## src/logic/led_cfg_pkg.sv

```systemverilog
// Constants, field layouts and types for the node configuration and status indicator block.
package led_cfg_pkg;

  // ----------------------------------------------------------------
  // Timing
  // ----------------------------------------------------------------
  localparam int CLK_PERIOD_NS = 20;
  localparam int TICK_NS = 500_000;
  localparam int TICK_CYCLES = TICK_NS / CLK_PERIOD_NS;
  localparam int FAST_HALF_NS = 62_500_000;
  localparam int FAST_HALF_TICKS = FAST_HALF_NS / TICK_NS;
  localparam int SLOW_HALF_MS = 500;
  localparam int SLOW_HALF_TICKS = SLOW_HALF_MS * 1_000_000 / TICK_NS;
  localparam int STEP_MS = 250;
  localparam int STEP_TICKS = STEP_MS * 1_000_000 / TICK_NS;
  localparam int TEST_END_MS = 2000;
  localparam int TEST_STEPS = TEST_END_MS / STEP_MS;

  // ----------------------------------------------------------------
  // Configuration
  // ----------------------------------------------------------------
  localparam int ADDR_BITS = 6;
  localparam int RATE_LSB = 6;
  localparam logic [6:0] MAX_PD_WORDS = 7'h40;

  // ----------------------------------------------------------------
  // Register map
  // ----------------------------------------------------------------
  localparam logic [7:0] OFS_NODE_CTRL = 8'h00;
  localparam logic [7:0] OFS_CONFIG = 8'h04;
  localparam logic [7:0] OFS_IRQ_STATUS = 8'h08;
  localparam logic [7:0] OFS_IRQ_CLEAR = 8'h0C;
  localparam logic [7:0] OFS_IRQ_ENABLE = 8'h10;
  localparam logic [7:0] OFS_LED_STATE = 8'h14;
  localparam logic [31:0] NODE_CTRL_RST = 32'h0040_0000;
  localparam logic [3:0] IRQ_ENABLE_RST = 4'h0;
  localparam logic [1:0] RESP_OKAY = 2'h0;
  localparam logic [1:0] RESP_SLVERR = 2'h2;

  // NODE_CTRL fields.
  localparam int F_STATE_LSB = 0;
  localparam int F_POLLED_LSB = 3;
  localparam int F_STROBE_LSB = 5;
  localparam int F_MINOR = 7;
  localparam int F_CRITICAL = 8;
  localparam int F_WARNING = 9;
  localparam int F_PD_LSB = 16;

  // CONFIG fields.
  localparam int F_CFG_RATE_LSB = 8;
  localparam int F_CFG_RATE_BAD = 10;
  localparam int F_CFG_PD_BAD = 11;
  localparam int F_CFG_TEST_DONE = 12;

  // Interrupt bits.
  localparam int IRQ_SWITCH = 0;
  localparam int IRQ_RATE_BAD = 1;
  localparam int IRQ_BUS_OFF = 2;
  localparam int IRQ_TEST_DONE = 3;

  // Indicator positions.
  localparam int LED_MODNET = 0;
  localparam int LED_POLLED = 1;
  localparam int LED_STROBE = 2;
  localparam int LED_FAULT = 3;

  typedef enum logic [2:0] {
    NODE_OFFLINE = 3'b000,
    NODE_DUP_CHECK = 3'b001,
    NODE_DUP_FAIL = 3'b010,
    NODE_ONLINE = 3'b011,
    NODE_BUS_OFF = 3'b100
  } node_state_e;

  typedef enum logic [1:0] {
    CONN_IDLE = 2'b00,
    CONN_CONFIGURING = 2'b01,
    CONN_ESTABLISHED = 2'b10,
    CONN_TIMEOUT = 2'b11
  } conn_e;

  typedef enum logic [1:0] {
    RATE_125K = 2'b00,
    RATE_250K = 2'b01,
    RATE_500K = 2'b10,
    RATE_INVALID = 2'b11
  } rate_e;

endpackage

```

## src/logic/node_status_leds.sv

```systemverilog
// Switch decode, status indicator patterns and AXI4-Lite register file of a fieldbus node.
//
// The AXI4-Lite interface to the registers and the address map were decided locally.
`timescale 1ns/100ps
`default_nettype none

// Notes on behaviour
// - Node address is switches 0..5 as binary, switch 0 least significant.
// - Every address from 0 to 63 is accepted.
// - Switches 6,7: 00=125k, 6 only=250k, 7 only=500k, both=invalid.
// - Invalid rate is a minor fault: polled indicator flashes red, 1 s period.
// - Up to 64 process data words are supported.
// - Four two-colour indicators: module/network, polled, bit-strobe, bus fault.
// - Module/network dark when offline or during duplicate address check.
// - Module/network flashes green, 1 s, when online without established connection.
// - Module/network steady green with an established connection.
// - Module/network flashes red, 1 s, on correctable fault or connection timeout.
// - Module/network steady red on bus-off or failed duplicate check or critical.
// - Polled flashes green 125 ms during duplicate check, dark when offline.
// - Polled flashes green, 1 s, while configuring or configuration incomplete.
// - Polled steady green once the polled connection is established.
// - Polled flashes red, 1 s, on polled timeout or correctable fault.
// - Polled steady red on unrecoverable fault, bus-off or failed duplicate check.
// - After reset each indicator shows green then red 250 ms each; all off at 2 s.
module node_status_leds #(
  parameter int TICK_CYCLES = led_cfg_pkg::TICK_CYCLES
) (
  input wire logic CLOCK_I,
  input wire logic RSTN_I,
  input wire logic [7:0] SWITCH_I,
  input wire logic AWVALID_I,
  output logic AWREADY_O,
  input wire logic [7:0] AWADDR_I,
  input wire logic WVALID_I,
  output logic WREADY_O,
  input wire logic [31:0] WDATA_I,
  input wire logic [3:0] WSTRB_I,
  output logic BVALID_O,
  input wire logic BREADY_I,
  output logic [1:0] BRESP_O,
  input wire logic ARVALID_I,
  output logic ARREADY_O,
  input wire logic [7:0] ARADDR_I,
  output logic RVALID_O,
  input wire logic RREADY_I,
  output logic [31:0] RDATA_O,
  output logic [1:0] RRESP_O,
  output logic [5:0] NODE_ADDRESS_O,
  output logic [1:0] RATE_SEL_O,
  output logic RATE_INVALID_O,
  output logic [6:0] PD_WORDS_O,
  output logic [3:0] LED_GREEN_O,
  output logic [3:0] LED_RED_O,
  output logic IRQ_O
);

  // ----------------------------------------------------------------
  // Switch synchroniser and decode
  // ----------------------------------------------------------------
  logic [7:0] sw_meta_ff;
  logic [7:0] sw_sync_ff;
  logic [7:0] sw_prev_ff;
  logic [5:0] node_address_ff;
  logic [1:0] rate_sel_ff;
  logic rate_invalid_ff;

  always_ff @(posedge CLOCK_I) begin
    if (!RSTN_I) begin
      sw_meta_ff <= 8'h00;
      sw_sync_ff <= 8'h00;
      sw_prev_ff <= 8'h00;
    end else begin
      sw_meta_ff <= SWITCH_I;
      sw_sync_ff <= sw_meta_ff;
      sw_prev_ff <= sw_sync_ff;
    end
  end

  always_ff @(posedge CLOCK_I) begin
    if (!RSTN_I) begin
      node_address_ff <= 6'h00;
      rate_sel_ff <= 2'h0;
      rate_invalid_ff <= 1'b0;
    end else begin
      node_address_ff <= sw_sync_ff[led_cfg_pkg::ADDR_BITS-1:0];
      rate_sel_ff <= sw_sync_ff[led_cfg_pkg::RATE_LSB +: 2];
      rate_invalid_ff <= (sw_sync_ff[led_cfg_pkg::RATE_LSB +: 2] == led_cfg_pkg::RATE_INVALID);
    end
  end

  // ----------------------------------------------------------------
  // Timebase, flash phases and power-up sequence
  // ----------------------------------------------------------------
  logic [14:0] tick_cnt_ff;
  logic tick;
  logic [9:0] fast_cnt_ff;
  logic [9:0] slow_cnt_ff;
  logic fast_ph_ff;
  logic slow_ph_ff;
  logic [9:0] step_cnt_ff;
  logic [3:0] step_ff;
  logic test_done;

  assign tick = (tick_cnt_ff == 15'(TICK_CYCLES - 1));
  assign test_done = (step_ff == 4'(led_cfg_pkg::TEST_STEPS));

  always_ff @(posedge CLOCK_I) begin
    if (!RSTN_I || tick) begin
      tick_cnt_ff <= 15'h0000;
    end else begin
      tick_cnt_ff <= tick_cnt_ff + 15'h0001;
    end
  end

  always_ff @(posedge CLOCK_I) begin
    if (!RSTN_I) begin
      fast_cnt_ff <= 10'h000;
      slow_cnt_ff <= 10'h000;
      fast_ph_ff <= 1'b0;
      slow_ph_ff <= 1'b0;
    end else if (tick) begin
      if (fast_cnt_ff == 10'(led_cfg_pkg::FAST_HALF_TICKS - 1)) begin
        fast_cnt_ff <= 10'h000;
        fast_ph_ff <= !fast_ph_ff;
      end else begin
        fast_cnt_ff <= fast_cnt_ff + 10'h001;
      end
      if (slow_cnt_ff == 10'(led_cfg_pkg::SLOW_HALF_TICKS - 1)) begin
        slow_cnt_ff <= 10'h000;
        slow_ph_ff <= !slow_ph_ff;
      end else begin
        slow_cnt_ff <= slow_cnt_ff + 10'h001;
      end
    end
  end

  always_ff @(posedge CLOCK_I) begin
    if (!RSTN_I) begin
      step_cnt_ff <= 10'h000;
      step_ff <= 4'h0;
    end else if (tick && !test_done) begin
      if (step_cnt_ff == 10'(led_cfg_pkg::STEP_TICKS - 1)) begin
        step_cnt_ff <= 10'h000;
        step_ff <= step_ff + 4'h1;
      end else begin
        step_cnt_ff <= step_cnt_ff + 10'h001;
      end
    end
  end

  // ----------------------------------------------------------------
  // Register file state
  // ----------------------------------------------------------------
  logic [31:0] node_ctrl_ff;
  logic [3:0] irq_enable_ff;
  logic [3:0] irq_status_ff;
  led_cfg_pkg::node_state_e node_state;
  led_cfg_pkg::conn_e polled_conn;
  led_cfg_pkg::conn_e strobe_conn;
  logic minor_fault;
  logic critical_fault;
  logic bus_warning;
  logic [6:0] pd_req;
  logic pd_invalid;
  logic [6:0] pd_words_ff;
  logic bus_off_prev_ff;
  logic rate_prev_ff;
  logic test_prev_ff;
  logic [3:0] events;

  assign node_state = led_cfg_pkg::node_state_e'(node_ctrl_ff[led_cfg_pkg::F_STATE_LSB +: 3]);
  assign polled_conn = led_cfg_pkg::conn_e'(node_ctrl_ff[led_cfg_pkg::F_POLLED_LSB +: 2]);
  assign strobe_conn = led_cfg_pkg::conn_e'(node_ctrl_ff[led_cfg_pkg::F_STROBE_LSB +: 2]);
  assign minor_fault = node_ctrl_ff[led_cfg_pkg::F_MINOR];
  assign critical_fault = node_ctrl_ff[led_cfg_pkg::F_CRITICAL];
  assign bus_warning = node_ctrl_ff[led_cfg_pkg::F_WARNING];
  assign pd_req = node_ctrl_ff[led_cfg_pkg::F_PD_LSB +: 7];
  assign pd_invalid = (pd_req > led_cfg_pkg::MAX_PD_WORDS);

  // A count beyond the maximum is clamped so the data path never overruns.
  always_ff @(posedge CLOCK_I) begin
    if (!RSTN_I) begin
      pd_words_ff <= led_cfg_pkg::MAX_PD_WORDS;
    end else begin
      pd_words_ff <= pd_invalid ? led_cfg_pkg::MAX_PD_WORDS : pd_req;
    end
  end

  // ----------------------------------------------------------------
  // Indicator patterns
  // ----------------------------------------------------------------
  logic [3:0] nxt_green;
  logic [3:0] nxt_red;
  logic [3:0] green_ff;
  logic [3:0] red_ff;
  logic hard_red;
  logic dup_check;
  logic dark;

  assign hard_red = critical_fault || (node_state == led_cfg_pkg::NODE_BUS_OFF)
      || (node_state == led_cfg_pkg::NODE_DUP_FAIL);
  assign dup_check = (node_state == led_cfg_pkg::NODE_DUP_CHECK);
  assign dark = (node_state == led_cfg_pkg::NODE_OFFLINE) || dup_check;

  always_comb begin
    nxt_green = 4'h0;
    nxt_red = 4'h0;
    if (!test_done) begin
      nxt_green[step_ff[2:1]] = !step_ff[0];
      nxt_red[step_ff[2:1]] = step_ff[0];
    end else begin
      // Module and network status.
      if (hard_red) begin
        nxt_red[led_cfg_pkg::LED_MODNET] = 1'b1;
      end else if (minor_fault || polled_conn == led_cfg_pkg::CONN_TIMEOUT
          || strobe_conn == led_cfg_pkg::CONN_TIMEOUT) begin
        nxt_red[led_cfg_pkg::LED_MODNET] = slow_ph_ff;
      end else if (dark) begin
        nxt_green[led_cfg_pkg::LED_MODNET] = 1'b0;
      end else if (polled_conn == led_cfg_pkg::CONN_ESTABLISHED
          || strobe_conn == led_cfg_pkg::CONN_ESTABLISHED) begin
        nxt_green[led_cfg_pkg::LED_MODNET] = 1'b1;
      end else begin
        nxt_green[led_cfg_pkg::LED_MODNET] = slow_ph_ff;
      end
      // Polled connection.
      if (hard_red) begin
        nxt_red[led_cfg_pkg::LED_POLLED] = 1'b1;
      end else if (rate_invalid_ff || minor_fault
          || polled_conn == led_cfg_pkg::CONN_TIMEOUT) begin
        nxt_red[led_cfg_pkg::LED_POLLED] = slow_ph_ff;
      end else if (dup_check) begin
        nxt_green[led_cfg_pkg::LED_POLLED] = fast_ph_ff;
      end else if (node_state == led_cfg_pkg::NODE_OFFLINE) begin
        nxt_green[led_cfg_pkg::LED_POLLED] = 1'b0;
      end else if (polled_conn == led_cfg_pkg::CONN_ESTABLISHED) begin
        nxt_green[led_cfg_pkg::LED_POLLED] = 1'b1;
      end else begin
        nxt_green[led_cfg_pkg::LED_POLLED] = slow_ph_ff;
      end
      // Bit-strobe connection follows the same pattern on its own connection, with pd_invalid in place of rate_invalid_ff.
      if (hard_red) begin
        nxt_red[led_cfg_pkg::LED_STROBE] = 1'b1;
      end else if (pd_invalid || minor_fault
          || strobe_conn == led_cfg_pkg::CONN_TIMEOUT) begin
        nxt_red[led_cfg_pkg::LED_STROBE] = slow_ph_ff;
      end else if (dup_check) begin
        nxt_green[led_cfg_pkg::LED_STROBE] = fast_ph_ff;
      end else if (node_state == led_cfg_pkg::NODE_OFFLINE) begin
        nxt_green[led_cfg_pkg::LED_STROBE] = 1'b0;
      end else if (strobe_conn == led_cfg_pkg::CONN_ESTABLISHED) begin
        nxt_green[led_cfg_pkg::LED_STROBE] = 1'b1;
      end else begin
        nxt_green[led_cfg_pkg::LED_STROBE] = slow_ph_ff;
      end
      // Bus fault shows the physical error state only.
      if (node_state == led_cfg_pkg::NODE_BUS_OFF) begin
        nxt_red[led_cfg_pkg::LED_FAULT] = 1'b1;
      end else if (bus_warning && dup_check) begin
        nxt_red[led_cfg_pkg::LED_FAULT] = fast_ph_ff;
      end else if (bus_warning) begin
        nxt_red[led_cfg_pkg::LED_FAULT] = slow_ph_ff;
      end
    end
  end

  always_ff @(posedge CLOCK_I) begin
    if (!RSTN_I) begin
      green_ff <= 4'h0;
      red_ff <= 4'h0;
    end else begin
      green_ff <= nxt_green;
      red_ff <= nxt_red;
    end
  end

  // ----------------------------------------------------------------
  // Interrupt events
  // ----------------------------------------------------------------
  always_ff @(posedge CLOCK_I) begin
    if (!RSTN_I) begin
      bus_off_prev_ff <= 1'b0;
      rate_prev_ff <= 1'b0;
      test_prev_ff <= 1'b0;
    end else begin
      bus_off_prev_ff <= (node_state == led_cfg_pkg::NODE_BUS_OFF);
      rate_prev_ff <= rate_invalid_ff;
      test_prev_ff <= test_done;
    end
  end

  always_comb begin
    events = 4'h0;
    events[led_cfg_pkg::IRQ_SWITCH] = (sw_sync_ff != sw_prev_ff);
    events[led_cfg_pkg::IRQ_RATE_BAD] = rate_invalid_ff && !rate_prev_ff;
    events[led_cfg_pkg::IRQ_BUS_OFF] = (node_state == led_cfg_pkg::NODE_BUS_OFF)
        && !bus_off_prev_ff;
    events[led_cfg_pkg::IRQ_TEST_DONE] = test_done && !test_prev_ff;
  end

  // ----------------------------------------------------------------
  // AXI4-Lite slave
  // ----------------------------------------------------------------
  logic aw_held_ff;
  logic w_held_ff;
  logic [7:0] awaddr_ff;
  logic [31:0] wdata_ff;
  logic [3:0] wstrb_ff;
  logic bvalid_ff;
  logic [1:0] bresp_ff;
  logic rvalid_ff;
  logic [31:0] rdata_ff;
  logic [1:0] rresp_ff;
  logic do_write;
  logic [31:0] wmask;
  logic [3:0] irq_clear;
  logic [31:0] nxt_rdata;
  logic [1:0] nxt_rresp;

  assign AWREADY_O = !aw_held_ff && !bvalid_ff;
  assign WREADY_O = !w_held_ff && !bvalid_ff;
  assign ARREADY_O = !rvalid_ff;
  assign do_write = aw_held_ff && w_held_ff && !bvalid_ff;
  assign wmask = {{8{wstrb_ff[3]}}, {8{wstrb_ff[2]}}, {8{wstrb_ff[1]}}, {8{wstrb_ff[0]}}};
  assign irq_clear = (do_write && awaddr_ff == led_cfg_pkg::OFS_IRQ_CLEAR)
      ? (wdata_ff[3:0] & wmask[3:0]) : 4'h0;

  always_ff @(posedge CLOCK_I) begin
    if (!RSTN_I) begin
      aw_held_ff <= 1'b0;
      w_held_ff <= 1'b0;
      awaddr_ff <= 8'h00;
      wdata_ff <= 32'h0000_0000;
      wstrb_ff <= 4'h0;
    end else begin
      if (AWVALID_I && AWREADY_O) begin
        aw_held_ff <= 1'b1;
        awaddr_ff <= {AWADDR_I[7:2], 2'b00};
      end else if (do_write) begin
        aw_held_ff <= 1'b0;
      end
      if (WVALID_I && WREADY_O) begin
        w_held_ff <= 1'b1;
        wdata_ff <= WDATA_I;
        wstrb_ff <= WSTRB_I;
      end else if (do_write) begin
        w_held_ff <= 1'b0;
      end
    end
  end

  always_ff @(posedge CLOCK_I) begin
    if (!RSTN_I) begin
      bvalid_ff <= 1'b0;
      bresp_ff <= led_cfg_pkg::RESP_OKAY;
    end else if (do_write) begin
      bvalid_ff <= 1'b1;
      case (awaddr_ff)
        led_cfg_pkg::OFS_NODE_CTRL,
        led_cfg_pkg::OFS_IRQ_CLEAR,
        led_cfg_pkg::OFS_IRQ_ENABLE: bresp_ff <= led_cfg_pkg::RESP_OKAY;
        default: bresp_ff <= led_cfg_pkg::RESP_SLVERR;
      endcase
    end else if (BREADY_I) begin
      bvalid_ff <= 1'b0;
    end
  end

  always_ff @(posedge CLOCK_I) begin
    if (!RSTN_I) begin
      node_ctrl_ff <= led_cfg_pkg::NODE_CTRL_RST;
      irq_enable_ff <= led_cfg_pkg::IRQ_ENABLE_RST;
    end else if (do_write) begin
      if (awaddr_ff == led_cfg_pkg::OFS_NODE_CTRL) begin
        node_ctrl_ff <= (node_ctrl_ff & ~wmask) | (wdata_ff & wmask);
      end
      if (awaddr_ff == led_cfg_pkg::OFS_IRQ_ENABLE) begin
        irq_enable_ff <= (irq_enable_ff & ~wmask[3:0]) | (wdata_ff[3:0] & wmask[3:0]);
      end
    end
  end

  // A new event wins over a clear in the same cycle.
  always_ff @(posedge CLOCK_I) begin
    if (!RSTN_I) begin
      irq_status_ff <= 4'h0;
    end else begin
      irq_status_ff <= (irq_status_ff & ~irq_clear) | events;
    end
  end

  always_comb begin
    nxt_rdata = 32'h0000_0000;
    nxt_rresp = led_cfg_pkg::RESP_OKAY;
    case ({ARADDR_I[7:2], 2'b00})
      led_cfg_pkg::OFS_NODE_CTRL: nxt_rdata = node_ctrl_ff;
      led_cfg_pkg::OFS_CONFIG: begin
        nxt_rdata[5:0] = node_address_ff;
        nxt_rdata[led_cfg_pkg::F_CFG_RATE_LSB +: 2] = rate_sel_ff;
        nxt_rdata[led_cfg_pkg::F_CFG_RATE_BAD] = rate_invalid_ff;
        nxt_rdata[led_cfg_pkg::F_CFG_PD_BAD] = pd_invalid;
        nxt_rdata[led_cfg_pkg::F_CFG_TEST_DONE] = test_done;
      end
      led_cfg_pkg::OFS_IRQ_STATUS: nxt_rdata[3:0] = irq_status_ff;
      led_cfg_pkg::OFS_IRQ_CLEAR: nxt_rdata = 32'h0000_0000;
      led_cfg_pkg::OFS_IRQ_ENABLE: nxt_rdata[3:0] = irq_enable_ff;
      led_cfg_pkg::OFS_LED_STATE: nxt_rdata[7:0] = {red_ff, green_ff};
      default: nxt_rresp = led_cfg_pkg::RESP_SLVERR;
    endcase
  end

  always_ff @(posedge CLOCK_I) begin
    if (!RSTN_I) begin
      rvalid_ff <= 1'b0;
      rdata_ff <= 32'h0000_0000;
      rresp_ff <= led_cfg_pkg::RESP_OKAY;
    end else if (ARVALID_I && ARREADY_O) begin
      rvalid_ff <= 1'b1;
      rdata_ff <= nxt_rdata;
      rresp_ff <= nxt_rresp;
    end else if (RREADY_I) begin
      rvalid_ff <= 1'b0;
    end
  end

  assign BVALID_O = bvalid_ff;
  assign BRESP_O = bresp_ff;
  assign RVALID_O = rvalid_ff;
  assign RDATA_O = rdata_ff;
  assign RRESP_O = rresp_ff;
  assign NODE_ADDRESS_O = node_address_ff;
  assign RATE_SEL_O = rate_sel_ff;
  assign RATE_INVALID_O = rate_invalid_ff;
  assign PD_WORDS_O = pd_words_ff;
  assign LED_GREEN_O = green_ff;
  assign LED_RED_O = red_ff;
  assign IRQ_O = |(irq_status_ff & irq_enable_ff);
endmodule // node_status_leds

`default_nettype wire

```

## config.mk

```make
export PLATFORM = sky130hd
export DESIGN_NAME = node_status_leds
export DESIGN_NICKNAME = d
export VERILOG_FILES = /design/src/logic/led_cfg_pkg.sv /design/src/logic/node_status_leds.sv
export SDC_FILE = /design/constraint.sdc
export NUM_CORES = 1
export LEC_CHECK = 0
export ABC_AREA = 1
export BUFFER_PORTS_ARGS = -buffer_cell sky130_fd_sc_hd__buf_2
export CAP_MARGIN = 20
export CORE_MARGIN = 8
export CORE_UTILIZATION = 40
export CTS_CLUSTER_SIZE = 20
export DETAILED_ROUTE_END_ITERATION = 16
export PLACE_DENSITY = 0.64
export SYNTH_ARGS = -nofsm -noshare
export SYNTH_HDL_FRONTEND = slang
export SYNTH_SLANG_ARGS = --single-unit
```

## constraint.sdc

```tcl
create_clock -name CLOCK_I -period 2.3 [get_ports CLOCK_I]
set_input_delay 0.115 -clock CLOCK_I [delete_from_list [all_inputs] [get_ports CLOCK_I]]
set_output_delay 0.115 -clock CLOCK_I [all_outputs]
set_load 0.01 [all_outputs]
```

# After elaboration in Yosys (flattened, before gate mapping)

Index checks and enable logic that the tools add are counted.
Widths: inputs -> output; s select.

Muxes and demuxes: 45
Equal/unequal tests: 21
$lt $le $gt $ge: 3
$add $sub $neg: 5
Bitwise logic cells: 15
Reduce and logical (&&, ||, !) cells: 54

Operators with widths:

| cell                  | count |
|---|---|
| $and 32x32->32        | 2 |
| $not 32->32           | 1 |
| $or 32x32->32         | 1 |
| $mux 1                | 31 |
| $add 10x1->10 const B | 3 |
| $mux 10               | 3 |
| $and 4x4->4           | 6 |
| $pmux 4 s5            | 1 |
| $mux 19               | 1 |
| $eq 6x2->1 const B    | 3 |
| $eq 6x3->1 const B    | 3 |
| $add 15x1->15 const B | 1 |
| $eq 15x15->1 const B  | 1 |
| $logic_and 1x1->1     | 14 |
| $logic_not 1->1       | 12 |
| $logic_or 1x1->1      | 11 |
| $eq 10x10->1 const B  | 1 |
| $eq 10x7->1 const B   | 1 |
| $eq 10x9->1 const B   | 1 |
| $eq 2x2->1 const B    | 5 |
| $pmux 5 s2            | 1 |
| $reduce_and 2->1      | 5 |
| $logic_not 8->1       | 1 |
| $mux 4                | 2 |
| other kinds (25)      | 32 |

Bits of input ports: 67
Register bits after elaboration: 224
Logic and storage cells: 176
Output and inout port bits: 66

# Depth between registers and ports, before layout

Gate-level depths: netlist of run 1.

Depth after elaboration: 7
Depth in mapped cells: 11
Gate-level depth less buffers: 11

# Least setup slack after synthesis of run 1

OpenSTA, ideal clock, no wires.

Path type: register to register
From: register step_ff[0]
To: register green_ff[3] (netlist: LED_GREEN_O[3])
Setup time: 0.057 ns
Buffers on the path: 1
Cell stages (with the launch flop): 11
Arrival: 1.481 ns
Setup slack: 0.762 ns
Required time: 2.243 ns
Clock period less this slack: 1.538 ns
Path through: dfxtp_1 clkbuf_1 inv_1 ha_1 nand3_2 inv_1 nor2_1 inv_1 nor2_1 nand3_1 inv_1

Word-level cells in the longest chain between the ends: 2
Elaborated cells between the ends (all ways): 4
Classes of those cells: 1 x eq/ne; 1 x bitwise; 2 x reduce/logical

Ends and longest elaborated chain:

| what                                                            | line                                             | RTL |
|---|---|---|
| from (decl)                                                     | node_status_leds.sv:101                          | `logic [3:0] step_ff;` |
| from (signal assigned)                                          | node_status_leds.sv:144                          | `step_ff <= step_ff + 4'h1;` |
| $eq 4x4->1 / $logic_not 1->1 (equally long branches)            | node_status_leds.sv:105, node_status_leds.sv:209 |  |
| $reduce_or 2->1 (no line) / $and 4x4->4 (equally long branches) | --                                               |  |
| to (signal assigned)                                            | node_status_leds.sv:272                          | `green_ff <= nxt_green;` |
| to (decl)                                                       | node_status_leds.sv:194                          | `logic [3:0] green_ff;` |

Parallel ways exist; a longest one is shown, timed or not.
A chain may end at the register's enable or synchronous reset.

# Worst setup path after layout of run 1

From: register tick_cnt_ff[0]
To: register slow_cnt_ff[9]

Word-level cells in the longest chain between the ends: 1

Ends and longest elaborated chain:

| what                   | line                    | RTL |
|---|---|---|
| from (decl)            | node_status_leds.sv:94  | `logic [14:0] tick_cnt_ff;` |
| from (signal assigned) | node_status_leds.sv:111 | `tick_cnt_ff <= tick_cnt_ff + 15'h0001;` |
| $eq 15x15->1           | node_status_leds.sv:104 | `assign tick = (tick_cnt_ff == 15'(TICK_CYCLES - 1));` |
| to (signal assigned)   | node_status_leds.sv:132 | `slow_cnt_ff <= slow_cnt_ff + 10'h001;` |
| to (decl)              | node_status_leds.sv:97  | `logic [9:0] slow_cnt_ff;` |

Every way passes these cells.

==> run summary, run 1 <==
MaxCap Viol Count = 0
clk slew on worst S/H paths = 0.06 ns
Post-Syn Area = 0.009171 mm^2
DRC = 0
vias in the first global route = 7949
per-cell routed wire length = 13.37 um
post-synth top area share = 46.71%
TritonCTS clock tree = yes
max-slew violations = 0
Overflow after GRT = 0
total routed wirelength = 23750 um
Slew @ Worst Pin = 0.7178 ns
VDD IR max = 0.5025 mV
Starting Density = 40.63%
buffers from clock root to sink, at most = 3
CTS Root Cell = clkbuf_16
pwr/cell area = 738.6 mW/mm^2
Area after DPL = 0.01004 mm^2
die area = 0.02803 mm^2
H-tree depth = 1
total chip power = 8.407 mW
fmax = 0.5251 GHz
Skew-Pair Late Insertion Delay = 0.51 ns
status = complete, no violations
RSZ-0062 raised after global routing = no
commonest cells in the netlist = nand2_1, dfxtp_1, nor2_1
Antenna diodes = 0
Detailed Place HPWL = 16950 um
TritonCTS Buffers = 24
gpl congestion = 0.8858
Fill cells = 2225
CTS Hold Bufs = 53
Die Width = 167.4 um
layout cells sized above 1 = 13.62%
Worst Path Required = 2.70 ns
CP max FO = 11
via/cell ratio = 4.773
setup TNS = 0 ns
placed insts = 1681
Cells after Synth = 1305
Slew HR = 51.78%
FP Rows = 55
post-synthesis register bit count = 214
number of enable flip-flop cells after synthesis = 0
final hold vios = 0
initial antenna violation count = 0
ys async rst share = 0%
storage element area = 0.004284 mm^2
post-layout min period = 1.904 ns
Synth Area per Inst = 7.028 um^2
crit end category = register
largest net degree at the start of global routing = 47
Tcrit/Tclk final = 82.79%
Worst Skew = 0.01283 ns
CTS Sinks = 214
total number of vias = 8476
core region area = 0.02257 mm^2
die height = 167.4 um
Antenna Nets Post-Route = 0
final non-filler cell area = 0.01138 mm^2
final cell count without fillers = 1776
sequential element share of the synthesized area = 46.71%
first-pass GRT wire length = 39500 um
Startpoint Class = register
post-cts resize count = 0
Setup Fix Bufs, Post-CTS = 0
Setup Viol. Count Final = 0
Primary FF master, synth = dfxtp_1
Leakage Power = 5.108 nW
YS warnings = 0
Pre-Repair DR Iteration Count = 5
Synth area leader = dfxtp_1
Worst Hold Class = in2reg
synthesis-to-finish area growth = 24.12%
IO Count = 133
count of unique library cells instantiated by Yosys = 42
most common cell in the netlist = nand2_1
Multi-input gate area = 0.004055 mm^2
initial DRC count = 391
Worst R2R Setup Slack = 0.40 ns
Worst EP arrival = 2.30 ns
CP Class = reg2reg
nets = 1549
gr usage total = 16.66%
IO Port Bufs = 126
synth top area cells = dfxtp_1, nand2_1, nor2_1, inv_1, a21oi_1
kinds of logic after synthesis:
family	synth area share (%)
and+or+nand+nor	29.29
AOI/OAI and AO/OA	12.43
DFF	46.71
buffers and inverters	9.140
xor gates and xnor gates	1.433
adders and majority gates	0.9549
other	0.04089
area by class of cell:
class,instances,share of cell area (%)
Sequential cell,214,37.63
Timing Repair Buffer,195,11.28
Tap cell,285,3.133
Clock inverter,6,0.7254
Multi-Input combinational cell,883,35.62
Inverter,157,5.221
Clock buffer,36,6.386
power breakdown:
part	internal (mW)	switching [mW]	total (mW)	leakage, nW
registers	3.85	0.0873	3.94	1.75
clock network	2.39	1.47	3.87	0.397
logic	0.252	0.352	0.604	2.97
total	6.49	1.91	8.41	5.11
per-layer routing:
| layer | up-vias | GRT usage [%] | wire (um) |
|---|---|---|---|
| met5 | - | 0 | 0 |
| met2 | 169 | 28.60 | 11270 |
| met4 | 0 | 3.882 | 329 |
| met3 | 27 | 3.644 | 1241 |
| li1 | 4486 | - | - |
| met1 | 3794 | 20.98 | 10910 |
final timing paths:
| check | from | depth (start not counted) | endpoint |
|---|---|---|---|
| worst max-delay path | tick_cnt_ff[0]$_SDFF_PP0_ | 10 | slow_cnt_ff[9]$_SDFFE_PN0N_ |
| worst min-delay path | RSTN_I | 3 | sw_sync_ff[5]$_SDFF_PN0_ |
| worst max register to register | tick_cnt_ff[0]$_SDFF_PP0_ | 10 | slow_cnt_ff[9]$_SDFFE_PN0N_ |
| worst min register to register | sw_meta_ff[6]$_SDFF_PN0_ | 2 | sw_sync_ff[6]$_SDFF_PN0_ |
metrics by stage:
| step | hold WS [ns] | util [%] | worst slack, ns |
|---|---|---|---|
| final | 0.02251 | 50.43 | 0.3958 |
| after floorplan | 0.2126 | - | 0.7621 |
| after global placement | 0.2964 | 44.50 | 0.4713 |
| after detailed placement | 0.3013 | 44.50 | 0.4395 |
| after CTS | 0.01480 | 50.43 | 0.4026 |
| after global routing | 0.02315 | 50.43 | 0.2322 |
critical path, stage by stage (launching register included):
cell	delay, ns
dfxtp_1	0.35
ha_1	0.24
nand2_1	0.08
nor2_2	0.17
nand2_2	0.09
nor2_4	0.29
nand3_1	0.15
nand2_1	0.19
inv_1	0.12
nand2_1	0.08
nor2_1	0.03
placed cells by master (no fill, tap or decap), types with 3 or more instances in the layout:
| cell | netlist | routed |
|---|---|---|
| nand2_1 | 294 | 294 |
| dfxtp_1 | 214 | 214 |
| nor2_1 | 205 | 204 |
| inv_1 | 154 | 152 |
| buf_2 | 9 | 125 |
| a21oi_1 | 105 | 105 |
| o21ai_0 | 99 | 99 |
| nand3_1 | 72 | 72 |
| dlygate4sd3_1 | 0 | 53 |
| clkbuf_16 | 0 | 25 |
| nand4_1 | 22 | 22 |
| nor3_1 | 22 | 22 |
| buf_4 | 2 | 17 |
| xnor2_1 | 9 | 9 |
| ha_1 | 7 | 7 |
| nor2_2 | 5 | 6 |
| xor2_1 | 6 | 6 |
| clkbuf_8 | 0 | 6 |
| clkbuf_1 | 33 | 5 |
| inv_2 | 2 | 3 |
| nand3_2 | 3 | 3 |
| o21bai_1 | 3 | 3 |
| o211ai_1 | 3 | 3 |
| o22ai_1 | 3 | 3 |
| clkinv_2 | 0 | 3 |
No activity file was read; power rests on OpenSTA's default activity.
==> run 2, diff against run 1 <==
--- a/config.mk
+++ b/config.mk
@@ -12,7 +12,7 @@
 export CORE_UTILIZATION = 40
 export CTS_CLUSTER_SIZE = 20
 export DETAILED_ROUTE_END_ITERATION = 16
-export PLACE_DENSITY = 0.64
+export PLACE_DENSITY = 0.66
 export SYNTH_ARGS = -nofsm -noshare
 export SYNTH_HDL_FRONTEND = slang
 export SYNTH_SLANG_ARGS = --single-unit
==> constraint.sdc (replaced) <==
create_clock -name CLOCK_I -period 1.55 [get_ports CLOCK_I]
set_input_delay 0.0775 -clock CLOCK_I [delete_from_list [all_inputs] [get_ports CLOCK_I]]
set_output_delay 0.0775 -clock CLOCK_I [all_outputs]
set_load 0.01 [all_outputs]
==> run 2 against run 1 <==
Sequential power grew 48%. Routed wire length rose by 6.2%. Final area is 7.0% higher. Combinational power grew 64%. Via count grew 5.8%. Flip-flop and latch count unchanged. Clock power rose by 47%. Worst setup slack got worse by 0.36 ns. Largest cell class unchanged.
==> run summary, run 2 (synthesis results as in run 1) <==
status = complete, no violations
Pre-Repair DR Iteration Count = 5
die height = 167.4 um
TritonCTS Buffers = 24
crit end category = register
RSZ-0062 raised after global routing = yes
die area = 0.02803 mm^2
largest net degree at the start of global routing = 67
final cell count without fillers = 1840
FP Rows = 55
Worst EP arrival = 1.95 ns
final hold vios = 0
layout cells sized above 1 = 20.32%
IO Port Bufs = 126
synthesis-to-finish area growth = 32.80%
clk slew on worst S/H paths = 0.06 ns
Skew-Pair Late Insertion Delay = 0.52 ns
P_sw = 2.937 mW
Die Width = 167.4 um
gr usage total = 17.12%
Overflow after GRT = 0
Worst R2R Setup Slack = 0.04 ns
Worst Hold Class = in2reg
initial DRC count = 555
Leakage Power = 5.521 nW
post-layout min period = 1.515 ns
vias in the first global route = 8422
Antenna Nets Post-Route = 0
Sw Ratio = 23.44%
Worst Path Required = 1.99 ns
CTS Root Cell = clkbuf_16
CTS Sinks = 214
Setup WS post-layout = 0.03514 ns
internal power = 9.595 mW
initial antenna violation count = 0
CP Class = reg2reg
pwr/cell area = 1029 mW/mm^2
clock power share = 45.5%
CP max FO = 6
Setup Viol. Count Final = 0
TritonCTS clock tree = yes
nets = 1612
Detailed Place HPWL = 17610 um
per-cell routed wire length = 13.70 um
Place WS = -0.06024 ns
setup TNS = 0 ns
Antenna diodes = 0
MaxCap Viol Count = 0
DRC = 0
VDD IR max = 0.7281 mV
buffers from clock root to sink, at most = 3
most frequent cells in the layout = nand2_1, dfxtp_1, nor2_1
core region area = 0.02257 mm^2
Starting Density = 40.63%
max-slew violations = 0
register share of total power = 46.6%
H-tree depth = 1
total routed wirelength = 25210 um
Worst Skew = 0.01479 ns
commonest non-fill, non-tap cell in the layout = nand2_1
Min Hold Slack = 0.05542 ns
total chip power = 12.53 mW
Startpoint Class = register
gpl congestion = 0.8565
via/cell ratio = 4.874
IO Count = 133
placed insts = 1724
Comb power frac = 7.9%
first-pass GRT wire length = 40740 um
total number of vias = 8969
Tcrit/Tclk final = 97.73%
fmax = 0.6601 GHz
-- run 2: power by group through the flow --
stage          Combinational, mW  Sequential, mW  Clock, mW
2_1_floorplan              0.484            5.95          0
3_3_place_gp               0.845            5.95          0
3_5_place_dp               0.858            5.96          0
4_1_cts                    0.972            5.84       5.81
5_1_grt                     1.11            5.86       6.04
6_report                   0.989            5.84       5.70
-- run 2: critical path, stage by stage, from the launching register on --
cell and delay [ns]:
dfxtp_2 0.35, ha_4 0.16, nand2_4 0.05, nor2_4 0.08, nand2_2 0.07, nor2_4 0.22, buf_12 0.15, nand2_4 0.04
or2_0 0.20, a21oi_1 0.12
-- run 2: layer usage --
layer / vias to the layer above / GRT usage [%] / routed length (um) / part of all wire (%)
met3: 33 / 2.727 / 1135 / 4.5
met5: - / 0 / 0 / 0
met2: 187 / 30.34 / 12420 / 49
met1: 4113 / 21.09 / 11100 / 44
li1: 4636 / - / - / -
met4: 0 / 4.891 / 554 / 2.2
-- run 2: cell type report --
type | count | area, um^2
Inverter | 157 | 598.1
Tap cell | 285 | 356.6
Sequential cell | 214 | 4298
Multi-Input combinational cell | 883 | 4192
Timing Repair Buffer | 258 | 1919
Clock inverter | 9 | 87.58
Clock buffer | 34 | 728.2
Fill cell | 2142 | 10390
-- run 2: metrics by stage --
step,utilization (%),area (um^2)
after global placement,46.41,10480
after CTS,52.69,11890
final,53.96,12180
after detailed placement,46.41,10480
after floorplan,-,9175
after global routing,53.96,12180
-- run 2: what timing repair did --
item	in CTS	in global routing
resized for setup	15	51
pin swaps	5	23
buffers inserted	2	15
setup endpoints to repair	14	70
hold endpoints to repair	55	0
gates cloned	0	2
hold buffers	54	0
-- run 2: final timing paths --
check / startpoint / endpoint / cells after the start
setup / recovery: tick_cnt_ff[0]$_SDFF_PP0_ / fast_cnt_ff[5]$_SDFFE_PN0N_ / 9
hold / removal: ARVALID_I / RDATA_O[4]$_SDFFE_PN0P_ / 5
setup reg to reg: tick_cnt_ff[0]$_SDFF_PP0_ / fast_cnt_ff[5]$_SDFFE_PN0N_ / 9
hold reg to reg: sw_meta_ff[0]$_SDFF_PN0_ / sw_sync_ff[0]$_SDFF_PN0_ / 2
